[src/include/mptb_defines.svh]
`ifndef MPTB_DEFINES_SVH
`define MPTB_DEFINES_SVH

// Register byte offsets
`define MPTB_OFS_COUNT 8'h00
`define MPTB_OFS_CONTROL 8'h04
`define MPTB_OFS_PERIOD 8'h08

// Control register fields
`define MPTB_EN_BIT 15
`define MPTB_OPS_HI 7
`define MPTB_OPS_LO 4
`define MPTB_CKPS_HI 3
`define MPTB_CKPS_LO 2
`define MPTB_MOD_HI 1
`define MPTB_MOD_LO 0

// Count register direction flag position
`define MPTB_DIR_BIT 15

// Reset values
`define MPTB_COUNT_RST 15'h0000
`define MPTB_PERIOD_RST 15'h0000
`define MPTB_ZERO15 15'h0000
`define MPTB_ONE15 15'h0001

// Prescaler terminal counts for 1:1, 1:4, 1:16, 1:64
`define MPTB_PRE_TC1 6'h00
`define MPTB_PRE_TC4 6'h03
`define MPTB_PRE_TC16 6'h0f
`define MPTB_PRE_TC64 6'h3f
`define MPTB_PRE_ONE 6'h01
`define MPTB_POST_ONE 4'h1

`endif

[src/include/mptb_pkg.sv]
package mptb_pkg;
   typedef enum logic [1:0] {
      MPTB_FREE_RUN = 2'h0,
      MPTB_SINGLE_SHOT = 2'h1,
      MPTB_UP_DOWN = 2'h2,
      MPTB_UP_DOWN_DBL = 2'h3
   } mptb_mode_e;

   typedef struct packed {
      logic time_base_enable;
      logic [3:0] output_postscale_select;
      logic [1:0] input_prescale_select;
      mptb_mode_e time_base_mode_select;
   } mptb_ctrl_s;
endpackage : mptb_pkg

[src/verilog/mptb_time_base.sv]
// Summary of operation
// RQ1 - 15-bit time base counter with input prescaler and match-output postscaler.
// RQ2 - Count register bit 15 is read-only direction: 0 up, 1 down.
// RQ3 - Enable bit starts and stops counting; clearing it keeps the count.
// RQ4 - Count compared to period; match resets or reverses on next tick.
// RQ5 - Zero period stops the counter and suppresses all events.
// RQ6 - Active zero period is not reloaded until the time base is disabled.
// RQ7 - Two-bit mode: free run, single shot, up/down, up/down double update.
// RQ8 - Free run counts up to period, then to zero, repeating.
// RQ9 - Free run raises a postscaled event on every period-match reset.
// RQ10 - Single shot counts up, resets on match and clears enable.
// RQ11 - Single shot gives one event at match, postscaler ignored.
// RQ12 - Up/down modes reverse at period; direction flag set going down.
// RQ13 - Up/down mode raises a postscaled event when count reaches zero.
// RQ14 - Double update raises events at zero and at period, unscaled.
// RQ15 - Event behaviour follows both mode and postscale fields.
// RQ16 - Software must never program a period of one.
// RQ17 - Prescaler 1, 4, 16 or 64; cleared on count/control write or reset.
// RQ18 - Postscaler 1 to 16; cleared on count/control write or reset.
// RQ19 - Period double buffered; loads at cycle restart or while disabled.
// RQ20 - Each postscaled event is a one-cycle interrupt pulse.
// RQ21 - Postscaler counts events, fires at selected ratio, restarts.
//
// The implementer's own choices: register access over APB and the register offsets.
`timescale 1ns/10ps
`include "mptb_defines.svh"
module mptb_time_base
   import mptb_pkg::*;
#(
   parameter int ADDR_W = 8 // APB address width
) (
   input wire logic sys_clk_i,           // 250 MHz instruction-rate clock
   input wire logic rst_i,               // Synchronous reset, active high
   input wire logic psel_i,              // APB select
   input wire logic penable_i,           // APB enable
   input wire logic pwrite_i,            // APB write
   input wire logic [ADDR_W-1:0] paddr_i, // APB byte address
   input wire logic [31:0] pwdata_i,     // APB write data
   input wire logic [3:0] pstrb_i,       // APB byte strobes
   output logic [31:0] prdata_o,         // APB read data
   output logic pready_o,                // APB ready
   output logic pslverr_o,               // APB error, unmapped address
   output logic [14:0] count_o,          // Time base count to comparators
   output logic count_down_o,            // Direction, high while counting down
   output logic enable_o,                // Time base running
   output logic irq_pulse_o              // One-cycle interrupt event
);
   mptb_ctrl_s ctrl_reg;
   mptb_ctrl_s ctrl_next;
   logic [14:0] count_reg;
   logic [14:0] count_next;
   logic dir_reg;
   logic dir_next;
   logic [14:0] per_buf_reg;
   logic [14:0] per_buf_next;
   logic [14:0] per_act_reg;
   logic [14:0] per_act_next;
   logic irq_reg;
   logic [31:0] rdata_reg;
   logic [31:0] rdata_next;
   logic err_reg;
   logic err_next;

   logic setup;
   logic wr_acc;
   logic wr_count;
   logic wr_ctrl;
   logic wr_per;
   logic presc_clear;
   logic tick;
   logic at_period;
   logic raw_event;
   logic post_bypass;
   logic post_event;
   logic load_period;
   logic hw_stop;
   logic [31:0] wmask;
   logic [31:0] ctrl_wword;

   function automatic logic addr_is(input logic [ADDR_W-1:0] a, input logic [7:0] ofs);
      addr_is = (a == ADDR_W'(ofs));
   endfunction : addr_is

   function automatic logic [31:0] ctrl_word(input mptb_ctrl_s c);
      logic [31:0] w;
      w = 32'h0000_0000;
      w[`MPTB_EN_BIT] = c.time_base_enable;
      w[`MPTB_OPS_HI:`MPTB_OPS_LO] = c.output_postscale_select;
      w[`MPTB_CKPS_HI:`MPTB_CKPS_LO] = c.input_prescale_select;
      w[`MPTB_MOD_HI:`MPTB_MOD_LO] = c.time_base_mode_select;
      ctrl_word = w;
   endfunction : ctrl_word

   // Zero-wait slave: read data is captured in the setup cycle
   assign setup = psel_i && !penable_i;
   assign wr_acc = psel_i && penable_i && pwrite_i;
   assign wr_count = wr_acc && addr_is(paddr_i, `MPTB_OFS_COUNT);
   assign wr_ctrl = wr_acc && addr_is(paddr_i, `MPTB_OFS_CONTROL);
   assign wr_per = wr_acc && addr_is(paddr_i, `MPTB_OFS_PERIOD);
   assign pready_o = 1'b1;
   assign pslverr_o = psel_i && penable_i && err_reg;
   assign prdata_o = rdata_reg;

   generate
      for (genvar b = 0; b < 4; b++) begin : g_mask
         assign wmask[b*8 +: 8] = {8{pstrb_i[b]}};
      end
   endgenerate

   assign presc_clear = wr_count || wr_ctrl; // see RQ17 see RQ18

   mptb_prescaler u_presc (
      .sys_clk_i(sys_clk_i),
      .rst_i(rst_i),
      .clear_i(presc_clear),
      .run_i(ctrl_reg.time_base_enable),
      .sel_i(ctrl_reg.input_prescale_select),
      .tick_o(tick)
   ); // see RQ1 see RQ17

   assign at_period = (count_reg == per_act_reg); // see RQ4

   always_comb begin
      raw_event = 1'b0;
      load_period = 1'b0;
      hw_stop = 1'b0;
      if (tick && (per_act_reg != `MPTB_ZERO15)) begin // see RQ5
         case (ctrl_reg.time_base_mode_select) // see RQ7 see RQ15
            MPTB_FREE_RUN: begin
               raw_event = at_period; // see RQ9
               load_period = at_period;
            end
            MPTB_SINGLE_SHOT: begin
               raw_event = at_period; // see RQ11
               load_period = at_period;
               hw_stop = at_period; // see RQ10
            end
            MPTB_UP_DOWN: begin
               raw_event = dir_reg && (count_reg <= `MPTB_ONE15); // see RQ13
               load_period = raw_event;
            end
            MPTB_UP_DOWN_DBL: begin
               load_period = dir_reg && (count_reg <= `MPTB_ONE15);
               raw_event = load_period || (!dir_reg && at_period); // see RQ14
            end
            default: begin
               raw_event = 1'b0;
            end
         endcase
      end
   end

   // Single shot and double update see every event
   assign post_bypass = ctrl_reg.time_base_mode_select == MPTB_SINGLE_SHOT ||
                        ctrl_reg.time_base_mode_select == MPTB_UP_DOWN_DBL; // see RQ11 see RQ14

   mptb_postscaler u_post (
      .sys_clk_i(sys_clk_i),
      .rst_i(rst_i),
      .clear_i(presc_clear),
      .event_i(raw_event),
      .bypass_i(post_bypass),
      .sel_i(ctrl_reg.output_postscale_select),
      .event_o(post_event)
   ); // see RQ18 see RQ21

   always_comb begin
      ctrl_next = ctrl_reg;
      count_next = count_reg;
      dir_next = dir_reg;
      per_buf_next = per_buf_reg;
      per_act_next = per_act_reg;
      ctrl_wword = (ctrl_word(ctrl_reg) & ~wmask) | (pwdata_i & wmask);
      // A software write wins over the hardware stop in the same cycle
      if (hw_stop) begin
         ctrl_next.time_base_enable = 1'b0; // see RQ10
      end
      if (wr_ctrl) begin
         ctrl_next.time_base_enable = ctrl_wword[`MPTB_EN_BIT]; // see RQ3
         ctrl_next.output_postscale_select = ctrl_wword[`MPTB_OPS_HI:`MPTB_OPS_LO];
         ctrl_next.input_prescale_select = ctrl_wword[`MPTB_CKPS_HI:`MPTB_CKPS_LO];
         ctrl_next.time_base_mode_select = mptb_mode_e'(ctrl_wword[`MPTB_MOD_HI:`MPTB_MOD_LO]);
      end
      if (wr_per) begin
         per_buf_next = (per_buf_reg & ~wmask[14:0]) | (pwdata_i[14:0] & wmask[14:0]);
      end
      if (tick && (per_act_reg != `MPTB_ZERO15)) begin // see RQ5
         case (ctrl_reg.time_base_mode_select)
            MPTB_FREE_RUN, MPTB_SINGLE_SHOT: begin
               count_next = at_period ? `MPTB_ZERO15 : count_reg + `MPTB_ONE15; // see RQ8
               dir_next = 1'b0;
            end
            MPTB_UP_DOWN, MPTB_UP_DOWN_DBL: begin
               if (!dir_reg) begin
                  if (at_period) begin
                     dir_next = 1'b1; // see RQ12
                     count_next = count_reg - `MPTB_ONE15;
                  end else begin
                     count_next = count_reg + `MPTB_ONE15;
                  end
               end else if (count_reg <= `MPTB_ONE15) begin
                  dir_next = 1'b0; // see RQ13
                  count_next = `MPTB_ZERO15;
               end else begin
                  count_next = count_reg - `MPTB_ONE15;
               end
            end
            default: begin
               count_next = count_reg;
            end
         endcase
      end
      if (wr_count) begin
         count_next = (count_reg & ~wmask[14:0]) | (pwdata_i[14:0] & wmask[14:0]);
      end
      // Zero active period is frozen unless the time base is off
      if (!ctrl_reg.time_base_enable) begin
         per_act_next = per_buf_reg; // see RQ19 see RQ6
      end else if (load_period && (per_act_reg != `MPTB_ZERO15)) begin
         per_act_next = per_buf_reg; // see RQ19 see RQ6
      end
   end

   always_comb begin
      rdata_next = rdata_reg;
      err_next = err_reg;
      if (setup) begin
         err_next = 1'b1;
         rdata_next = 32'h0000_0000;
         if (addr_is(paddr_i, `MPTB_OFS_COUNT)) begin
            err_next = 1'b0;
            rdata_next = {16'h0000, dir_reg, count_reg}; // see RQ2
         end else if (addr_is(paddr_i, `MPTB_OFS_CONTROL)) begin
            err_next = 1'b0;
            rdata_next = ctrl_word(ctrl_reg);
         end else if (addr_is(paddr_i, `MPTB_OFS_PERIOD)) begin
            err_next = 1'b0;
            rdata_next = {17'h0_0000, per_buf_reg};
         end
      end
   end

   always_ff @(posedge sys_clk_i) begin
      if (rst_i) begin
         ctrl_reg <= '0;
         count_reg <= `MPTB_COUNT_RST;
         dir_reg <= 1'b0;
         per_buf_reg <= `MPTB_PERIOD_RST;
         per_act_reg <= `MPTB_PERIOD_RST;
         irq_reg <= 1'b0;
         rdata_reg <= 32'h0000_0000;
         err_reg <= 1'b0;
      end else begin
         ctrl_reg <= ctrl_next;
         count_reg <= count_next;
         dir_reg <= dir_next;
         per_buf_reg <= per_buf_next;
         per_act_reg <= per_act_next;
         irq_reg <= post_event; // see RQ20
         rdata_reg <= rdata_next;
         err_reg <= err_next;
      end
   end

   assign count_o = count_reg;
   assign count_down_o = dir_reg; // see RQ2
   assign enable_o = ctrl_reg.time_base_enable;
   assign irq_pulse_o = irq_reg;
endmodule : mptb_time_base

[src/verilog/mptb_prescaler.sv]
`timescale 1ns/10ps
`include "mptb_defines.svh"
module mptb_prescaler
   import mptb_pkg::*;
(
   input wire logic sys_clk_i,   // Instruction-rate clock
   input wire logic rst_i,       // Synchronous reset
   input wire logic clear_i,     // Clear divider count
   input wire logic run_i,       // Count enable
   input wire logic [1:0] sel_i, // Ratio select
   output logic tick_o           // Counter input clock enable
);
   logic [5:0] cnt_reg;
   logic [5:0] cnt_next;
   logic [5:0] limit;

   function automatic logic [5:0] pre_limit(input logic [1:0] sel);
      case (sel)
         2'h0: pre_limit = `MPTB_PRE_TC1;
         2'h1: pre_limit = `MPTB_PRE_TC4;
         2'h2: pre_limit = `MPTB_PRE_TC16;
         default: pre_limit = `MPTB_PRE_TC64;
      endcase
   endfunction : pre_limit

   assign limit = pre_limit(sel_i);
   assign tick_o = run_i && !clear_i && (cnt_reg >= limit);

   always_comb begin
      cnt_next = cnt_reg;
      if (clear_i) begin
         cnt_next = 6'h00;
      end else if (run_i) begin
         cnt_next = tick_o ? 6'h00 : cnt_reg + `MPTB_PRE_ONE;
      end
   end

   always_ff @(posedge sys_clk_i) begin
      if (rst_i) begin
         cnt_reg <= 6'h00;
      end else begin
         cnt_reg <= cnt_next;
      end
   end
endmodule : mptb_prescaler

[src/verilog/mptb_postscaler.sv]
`timescale 1ns/10ps
`include "mptb_defines.svh"
module mptb_postscaler
   import mptb_pkg::*;
(
   input wire logic sys_clk_i,   // Instruction-rate clock
   input wire logic rst_i,       // Synchronous reset
   input wire logic clear_i,     // Clear postscale count
   input wire logic event_i,     // Qualifying time base event
   input wire logic bypass_i,    // Pass every event through
   input wire logic [3:0] sel_i, // Ratio minus one
   output logic event_o          // Postscaled event
);
   logic [3:0] cnt_reg;
   logic [3:0] cnt_next;

   assign event_o = event_i && (bypass_i || (cnt_reg >= sel_i));

   always_comb begin
      cnt_next = cnt_reg;
      if (clear_i || bypass_i) begin
         cnt_next = 4'h0;
      end else if (event_i) begin
         cnt_next = event_o ? 4'h0 : cnt_reg + `MPTB_POST_ONE;
      end
   end

   always_ff @(posedge sys_clk_i) begin
      if (rst_i) begin
         cnt_reg <= 4'h0;
      end else begin
         cnt_reg <= cnt_next;
      end
   end
endmodule : mptb_postscaler

[config.mk]
export PLATFORM = sky130hd
export DESIGN_NAME = mptb_time_base
export DESIGN_NICKNAME = d
export VERILOG_FILES = /design/src/include/mptb_pkg.sv /design/src/verilog/mptb_time_base.sv /design/src/verilog/mptb_prescaler.sv /design/src/verilog/mptb_postscaler.sv
export VERILOG_INCLUDE_DIRS = /design/src /design/src/include
export SDC_FILE = /design/constraint.sdc
export NUM_CORES = 1
export LEC_CHECK = 0
export BUFFER_PORTS_ARGS = -buffer_cell sky130_fd_sc_hd__buf_2
export CAP_MARGIN = 20
export CORE_UTILIZATION = 30
export CTS_CLUSTER_DIAMETER = 200
export DETAILED_ROUTE_END_ITERATION = 8
export SYNTH_ARGS = -nofsm -noshare
export SYNTH_HDL_FRONTEND = slang
export SYNTH_SLANG_ARGS = --single-unit
[constraint.sdc]
create_clock -name sys_clk_i -period 2.2 [get_ports sys_clk_i]
set_input_delay 0.44 -clock sys_clk_i [delete_from_list [all_inputs] [get_ports sys_clk_i]]
set_output_delay 0.44 -clock sys_clk_i [all_outputs]
set_load 0.01 [all_outputs]
==> run_results.csv, run 1 <==
group,metric,value,unit
critical_path,worstSetupPathType,"reg2reg",
cells_and_area,antenna_cells,0,
critical_path,cp-start-kind,"flop",
place,place.gp.congestion,0.831,
grt,track_usage,0.184,
sta,rsz0062_at_grt,"yes",
cells_and_area,finish.utilization,0.423,
cells_and_area,syn_to_final_growth,37.3,%
die,rows,46,
yosys,synth_common_cells,"nor2_1, dfxtp_1, nand2_1",
sta,fmax,0.441,GHz
job,maxCapViolations,0,
cts,clock-root-buffer,"clkbuf_16",
pwr,power,3.05,mW
sta,slew_viol_final,0,
status,outcome,"finished with violations",
pwr,internal-power,2.34,mW
grt,grt_pass1_wl,23600,um
sta,layout_setup_ws,-0.0655,ns
place,io_buffer_count,65,
routing,first_pass_iters,4,
sta,setup_viol,15,
cts,h-tree-depth,3,
pwr,power.share.combinational,0.048,
die,die_x,130,um
pwr,swShare,0.234,
pwr,seqPwrFrac,0.491,
yosys,syn-instance-count,598,
worst_hold_path,hold_class,"in2reg",
yosys,syn_area_per_cell,8.22,sq um
critical_path,critPathBufInv,2,
yosys,async_reset_ff_frac,0,
yosys,synthDominantCellAreaShare,0.338,
sta,finalClockSkew,0.00886,ns
routing,routed_wl,15400,um
status,violations,"setup timing",
cts,holdBufCountCts,0,
critical_path,cp_top_family,"simple AND/OR/NAND/NOR gates",
yosys,yosys-top-cells-area,"dfxtp_1, mux2i_1, nor2_1, nand2_1, ha_1",
die,initial_core_util,0.308,
routing,drc_errors,0,
pwr,ir_drop,0.252,mV
sta,min_period,2.27,ns
critical_path,slowest_delay,0.32,ns
yosys,synth_cell_type_count,70,
critical_path,cp_slowest_cell,"dfxtp_2",
cts,cts.sink_count,83,
critical_path,crit_fanout,7,
critical_path,cp.required,2.43,ns
pwr,p_sw,713,uW
yosys,synth_edf_count,0,
routing,drtIter0Drc,234,
place,dpl-instance-area,0.00602,sq mm
sta,worst_pin_slew,0.526,ns
cells_and_area,nets,809,
critical_path,crit_arrival,2.49,ns
pwr,power_density,452,mW/mm^2
cts,cts.clk_slew.worst_paths,0.06,ns
grt,grt_remaining_overflow,0,
yosys,synth-seq-cells,83,
cells_and_area,final_cell_area,0.00675,sq mm
yosys,yosysMostFrequentCell,"nor2_1",
critical_path,crit_chain,"buf_6, nor2_8, nor4b_4, nand4_1, or2_1, and2_4, o21ai_4, clkbuf_16, mux2i_1, nor2_1",
cts,numCtsBuffers,9,
die,die_h,130,um
place,hpwl,11300,um
cts,clock_latency,0.34,ns
die,die-area,0.0169,sq mm
yosys,yosysTopAreaCell,"dfxtp_1",
cts,tritoncts,"built",
place,pre_cts_ws,-0.168,ns
cts,clk_path_buf_depth,2,
grt,grt_max_degree,57,
routing,ant_nets,0,
routing,drt-wirelength-per-cell,15.9,um
critical_path,end_kind,"flop",
sta,slew-limit-headroom,0.646,
yosys,yosys_warnings,0,
grt,antenna_found_initial,0,
die,core_area,0.0159,sq mm
grt,grt_pass1_vias,4423,
pwr,p_leak,2.97,nW
die,ioPinCount,101,
routing,vias_per_cell,4.92,
cells_and_area,drive_gt1_frac,0.359,
yosys,syn_area,0.00492,sq mm
sta,period_share,1.03,
yosys,synth_top_flop_cell,"dfxtp_1",
yosys,ys_seq_area_frac,0.338,
pwr,p_clk_frac,0.460,
routing,num_vias,4761,
sta,hold_viol_final,0,
## per-layer routing
metal	GRT usage	up-vias	share of wire
met3	0.0299	15	0.048
met4	0.0814	0	0.016
li1	-	2390	-
met1	0.254	2219	0.48
met5	0	-	0
met2	0.282	137	0.46
## worst register-to-register path, cell delays in order (launching register included)
cell and delay, ns:
dfxtp_2 0.32, buf_6 0.12, nor2_8 0.10, nor4b_4 0.26
nand4_1 0.23, or2_1 0.29, and2_4 0.16, o21ai_4 0.24
clkbuf_16 0.21, mux2i_1 0.18, nor2_1 0.06
## timing repair
item / CTS / global route
setup buffers: 6 / 7
pin swaps: 12 / 40
resized for setup: 29 / 51
cloned: 2 / 0
setup endpoints to repair: 34 / 35
## cells in the final DEF, fill, tap and decap left out, types with 3 or more instances in the layout
| cell | count |
|---|---|
| a21o_1 | 5 |
| a21oi_1 | 28 |
| a21oi_2 | 3 |
| a221o_1 | 6 |
| a22oi_1 | 15 |
| a31oi_1 | 3 |
| and2_1 | 4 |
| and3_1 | 4 |
| and3_4 | 3 |
| buf_12 | 3 |
| buf_2 | 65 |
| buf_4 | 99 |
| buf_6 | 10 |
| clkbuf_16 | 10 |
| conb_1 | 17 |
| dfxtp_1 | 71 |
| dfxtp_2 | 8 |
| dfxtp_4 | 4 |
| ha_1 | 10 |
| inv_1 | 16 |
| mux2_2 | 6 |
| mux2i_1 | 39 |
| nand2_1 | 53 |
| nand2_4 | 5 |
| nand2b_1 | 3 |
| nand3_1 | 26 |
| nand4_1 | 8 |
| nor2_1 | 87 |
| nor2_2 | 4 |
| nor3_1 | 11 |
| nor4_1 | 5 |
| o21ai_0 | 18 |
| o221ai_2 | 5 |
| o22ai_1 | 3 |
| xnor2_1 | 12 |
| xor2_1 | 7 |
## final cells by class
type | count | area [sq um]
inverters | 16 | 60.1
repair buffers | 178 | 1270
clock buffers | 12 | 246
clock inverters | 4 | 26.3
multi-input cells | 459 | 3190
flip-flops and latches | 83 | 1690
fillers | 1636 | 9190
well taps | 216 | 270
## power groups by stage
stage               Clock (mW)  Sequential (mW)  Combinational (mW)
floorplan                    0             1.54              0.0930
global placement             0             1.54               0.145
detailed placement           0             1.54               0.145
CTS                       1.42             1.50               0.146
global route              1.49             1.50               0.158
finish                    1.40             1.50               0.148
## cells by family (layout without fill, tap and decap cells)
kind of cell,Yosys count,count (layout),synth area share
multiplexers,46,46,0.0952
other,2,17,0.00153
flip-flops,83,83,0.338
adder cells (fa/ha/maj),13,13,0.0331
XOR/XNOR,22,22,0.0422
buffers and inverters,72,210,0.0824
AO/OA/AOI/OAI,121,122,0.174
AND/OR/NAND/NOR,239,239,0.234
## metrics by stage
stage / TNS, ns / instances / hold WS (ns)
2_1_floorplan: 0 / 613 / 0.446
4_1_cts: -0.514 / 962 / 0.364
3_5_place_dp: -2.23 / 938 / 0.476
6_report: -0.744 / 968 / 0.370
3_3_place_gp: -2.36 / 938 / 0.470
5_1_grt: -2.08 / 968 / 0.390
## final timing paths
path,depth (start not counted),end,start,slack (ns)
max,10,per_act_reg[2],flop,-0.07
min,3,flop,pwdata_i[10],0.37
max reg2reg,10,per_act_reg[2],flop,-0.07
min reg2reg,2,u_post.cnt_reg[0],u_post.cnt_reg[0],0.48
No activity file was read; power rests on OpenSTA's default activity.
==> inputs of run 2 (changes only) <==
--- a/config.mk
+++ b/config.mk
@@ -8,9 +8,10 @@
 export LEC_CHECK = 0
 export BUFFER_PORTS_ARGS = -buffer_cell sky130_fd_sc_hd__buf_2
 export CAP_MARGIN = 20
-export CORE_UTILIZATION = 30
+export CORE_UTILIZATION = 50
 export CTS_CLUSTER_DIAMETER = 200
 export DETAILED_ROUTE_END_ITERATION = 8
+export PLACE_DENSITY = 0.77
 export SYNTH_ARGS = -nofsm -noshare
 export SYNTH_HDL_FRONTEND = slang
 export SYNTH_SLANG_ARGS = --single-unit
==> run_results.csv, run 2 (synthesized netlist as in run 1, its figures left out) <==
group,metric,value,unit
status,outcome,"finished with violations",
status,violations,"setup timing",
sta,finalClockSkew,0.0194,ns
grt,grt_remaining_overflow,0,
grt,grt_pass1_wl,25300,um
die,initial_core_util,0.525,
cells_and_area,finish.utilization,0.715,
cts,clock_latency,0.38,ns
cts,tritoncts,"built",
routing,drc_errors,0,
sta,rsz0062_at_grt,"yes",
grt,grt_pass1_vias,5007,
pwr,ir_drop,0.456,mV
cts,clk_path_buf_depth,2,
critical_path,cp_slowest_cell,"a221o_1",
die,die_x,101,um
cells_and_area,syn_to_final_growth,36.2,%
sta,min_period,2.38,ns
critical_path,cp_top_family,"compound AO/OA/AOI/OAI gates",
die,core_area,0.00937,sq mm
worst_hold_path,hold_start,"pwdata_i[10]",
cts,cts.sink_count,83,
critical_path,crit_fanout,7,
die,die-area,0.0102,sq mm
critical_path,cp-start-kind,"flop",
cts,clock-root-buffer,"clkbuf_8",
pwr,power_density,408,mW/mm^2
critical_path,cp.required,2.49,ns
place,post-place-cells,838,
pwr,p_leak,2.98,nW
critical_path,crit_arrival,2.67,ns
routing,routed_wl,17000,um
routing,num_vias,5357,
routing,drtIter0Drc,395,
die,die_h,101,um
place,hpwl,10800,um
sta,holdWs,0.330,ns
cells_and_area,antenna_cells,0,
sta,layout_setup_ws,-0.177,ns
sta,slew-limit-headroom,0.644,
grt,track_usage,0.320,
cts,holdBufCountCts,0,
routing,ant_nets,0,
die,rows,35,
sta,hold_viol_final,0,
sta,fmax,0.421,GHz
cells_and_area,nets,811,
cells_and_area,drive_gt1_frac,0.387,
place,io_buffer_count,65,
worst_hold_path,hold_class,"in2reg",
grt,grt_max_degree,56,
critical_path,worstSetupPathType,"reg2reg",
critical_path,r2r_slack,-0.18,ns
sta,slew_viol_final,0,
cells_and_area,layout_common_cells,"buf_4, nor2_1, dfxtp_1",
critical_path,end_kind,"flop",
grt,antenna_found_initial,0,
cells_and_area,final_cells,883,
place,place.gp.congestion,0.894,
die,ioPinCount,101,
cts,numCtsBuffers,9,
routing,first_pass_iters,6,
sta,setup_viol,25,
critical_path,critPathBufInv,3,
critical_path,path_common_cell,"buf_4",
job,maxCapViolations,0,
routing,drt-wirelength-per-cell,19.2,um
sta,worst_pin_slew,0.534,ns
cts,cts.clk_slew.worst_paths,0.09,ns
cts,h-tree-depth,3,
routing,vias_per_cell,6.07,
critical_path,slowest_delay,0.38,ns
sta,period_share,1.08,
cells_and_area,layout_commonest_cell,"buf_4",
critical_path,crit_chain,"buf_4, xnor2_2, nand4_1, nor4_4, buf_4, nand2_4, a21oi_4, buf_6, nand3_2, a221o_1, a21oi_1",
==> run 2: changes by cell type in the layout (fill, tap and decap cells not counted), moves of 4 or more <==
cell       before  now
nor2_4          0    4
clkbuf_16      10    0
clkbuf_8        1    9
o221ai_1        1    5
==> run 2: what timing repair did <==
action | CTS | global route
hold endpoints to repair | 0 | 0
cloned | 1 | 1
pin swaps | 25 | 41
setup buffers | 11 | 19
endpoints found under the setup margin | 35 | 34
resized for setup | 48 | 55
==> run 2: layout make-up <==
| class | instances | area (sq um) |
|---|---|---|
| Clock buffer | 10 | 128 |
| Clock inverter | 6 | 57.6 |
| Fill cell | 639 | 2670 |
| Inverter | 16 | 60.1 |
| Multi-Input combinational cell | 459 | 3310 |
| Sequential cell | 83 | 1690 |
| Tap cell | 129 | 161 |
| Timing Repair Buffer | 180 | 1300 |
==> run 2: worst paths after layout <==
path,end,cells after the start
min reg2reg,flop,2
min,flop,3
max reg2reg,flop,11
max,flop,11
==> run 2: report_power, final <==
group	switching, mW	internal, mW	total, mW
registers	0.000795	1.50	1.50
clock network	0.645	0.439	1.08
logic	0.104	0.0453	0.149
==> run 2: per-stage QoR <==
stage               area [sq um]  total power, mW  setup slack, ns  setup TNS, ns
CTS                         6330             2.71          -0.0608         -0.538
detailed placement          5830             1.68           -0.149          -2.17
floorplan                   4990             1.63           0.0199              0
global route                6700             2.80           -0.265          -4.06
global placement            5830             1.67           -0.113         -0.889
finish                      6700             2.73           -0.177          -1.85
==> run 2: metal layers <==
layer / up-vias / GRT usage / part of all wire
met3: 87 / 0.0538 / 0.085
met1: 2540 / 0.411 / 0.40
met2: 338 / 0.516 / 0.46
met5: - / 0 / 0
li1: 2392 / - / -
met4: 0 / 0.171 / 0.050
==> run 2: worst min-delay path: stages <==
cell and delay, ns:
buf_2 0.09, mux2i_1 0.06, nor2_1 0.08
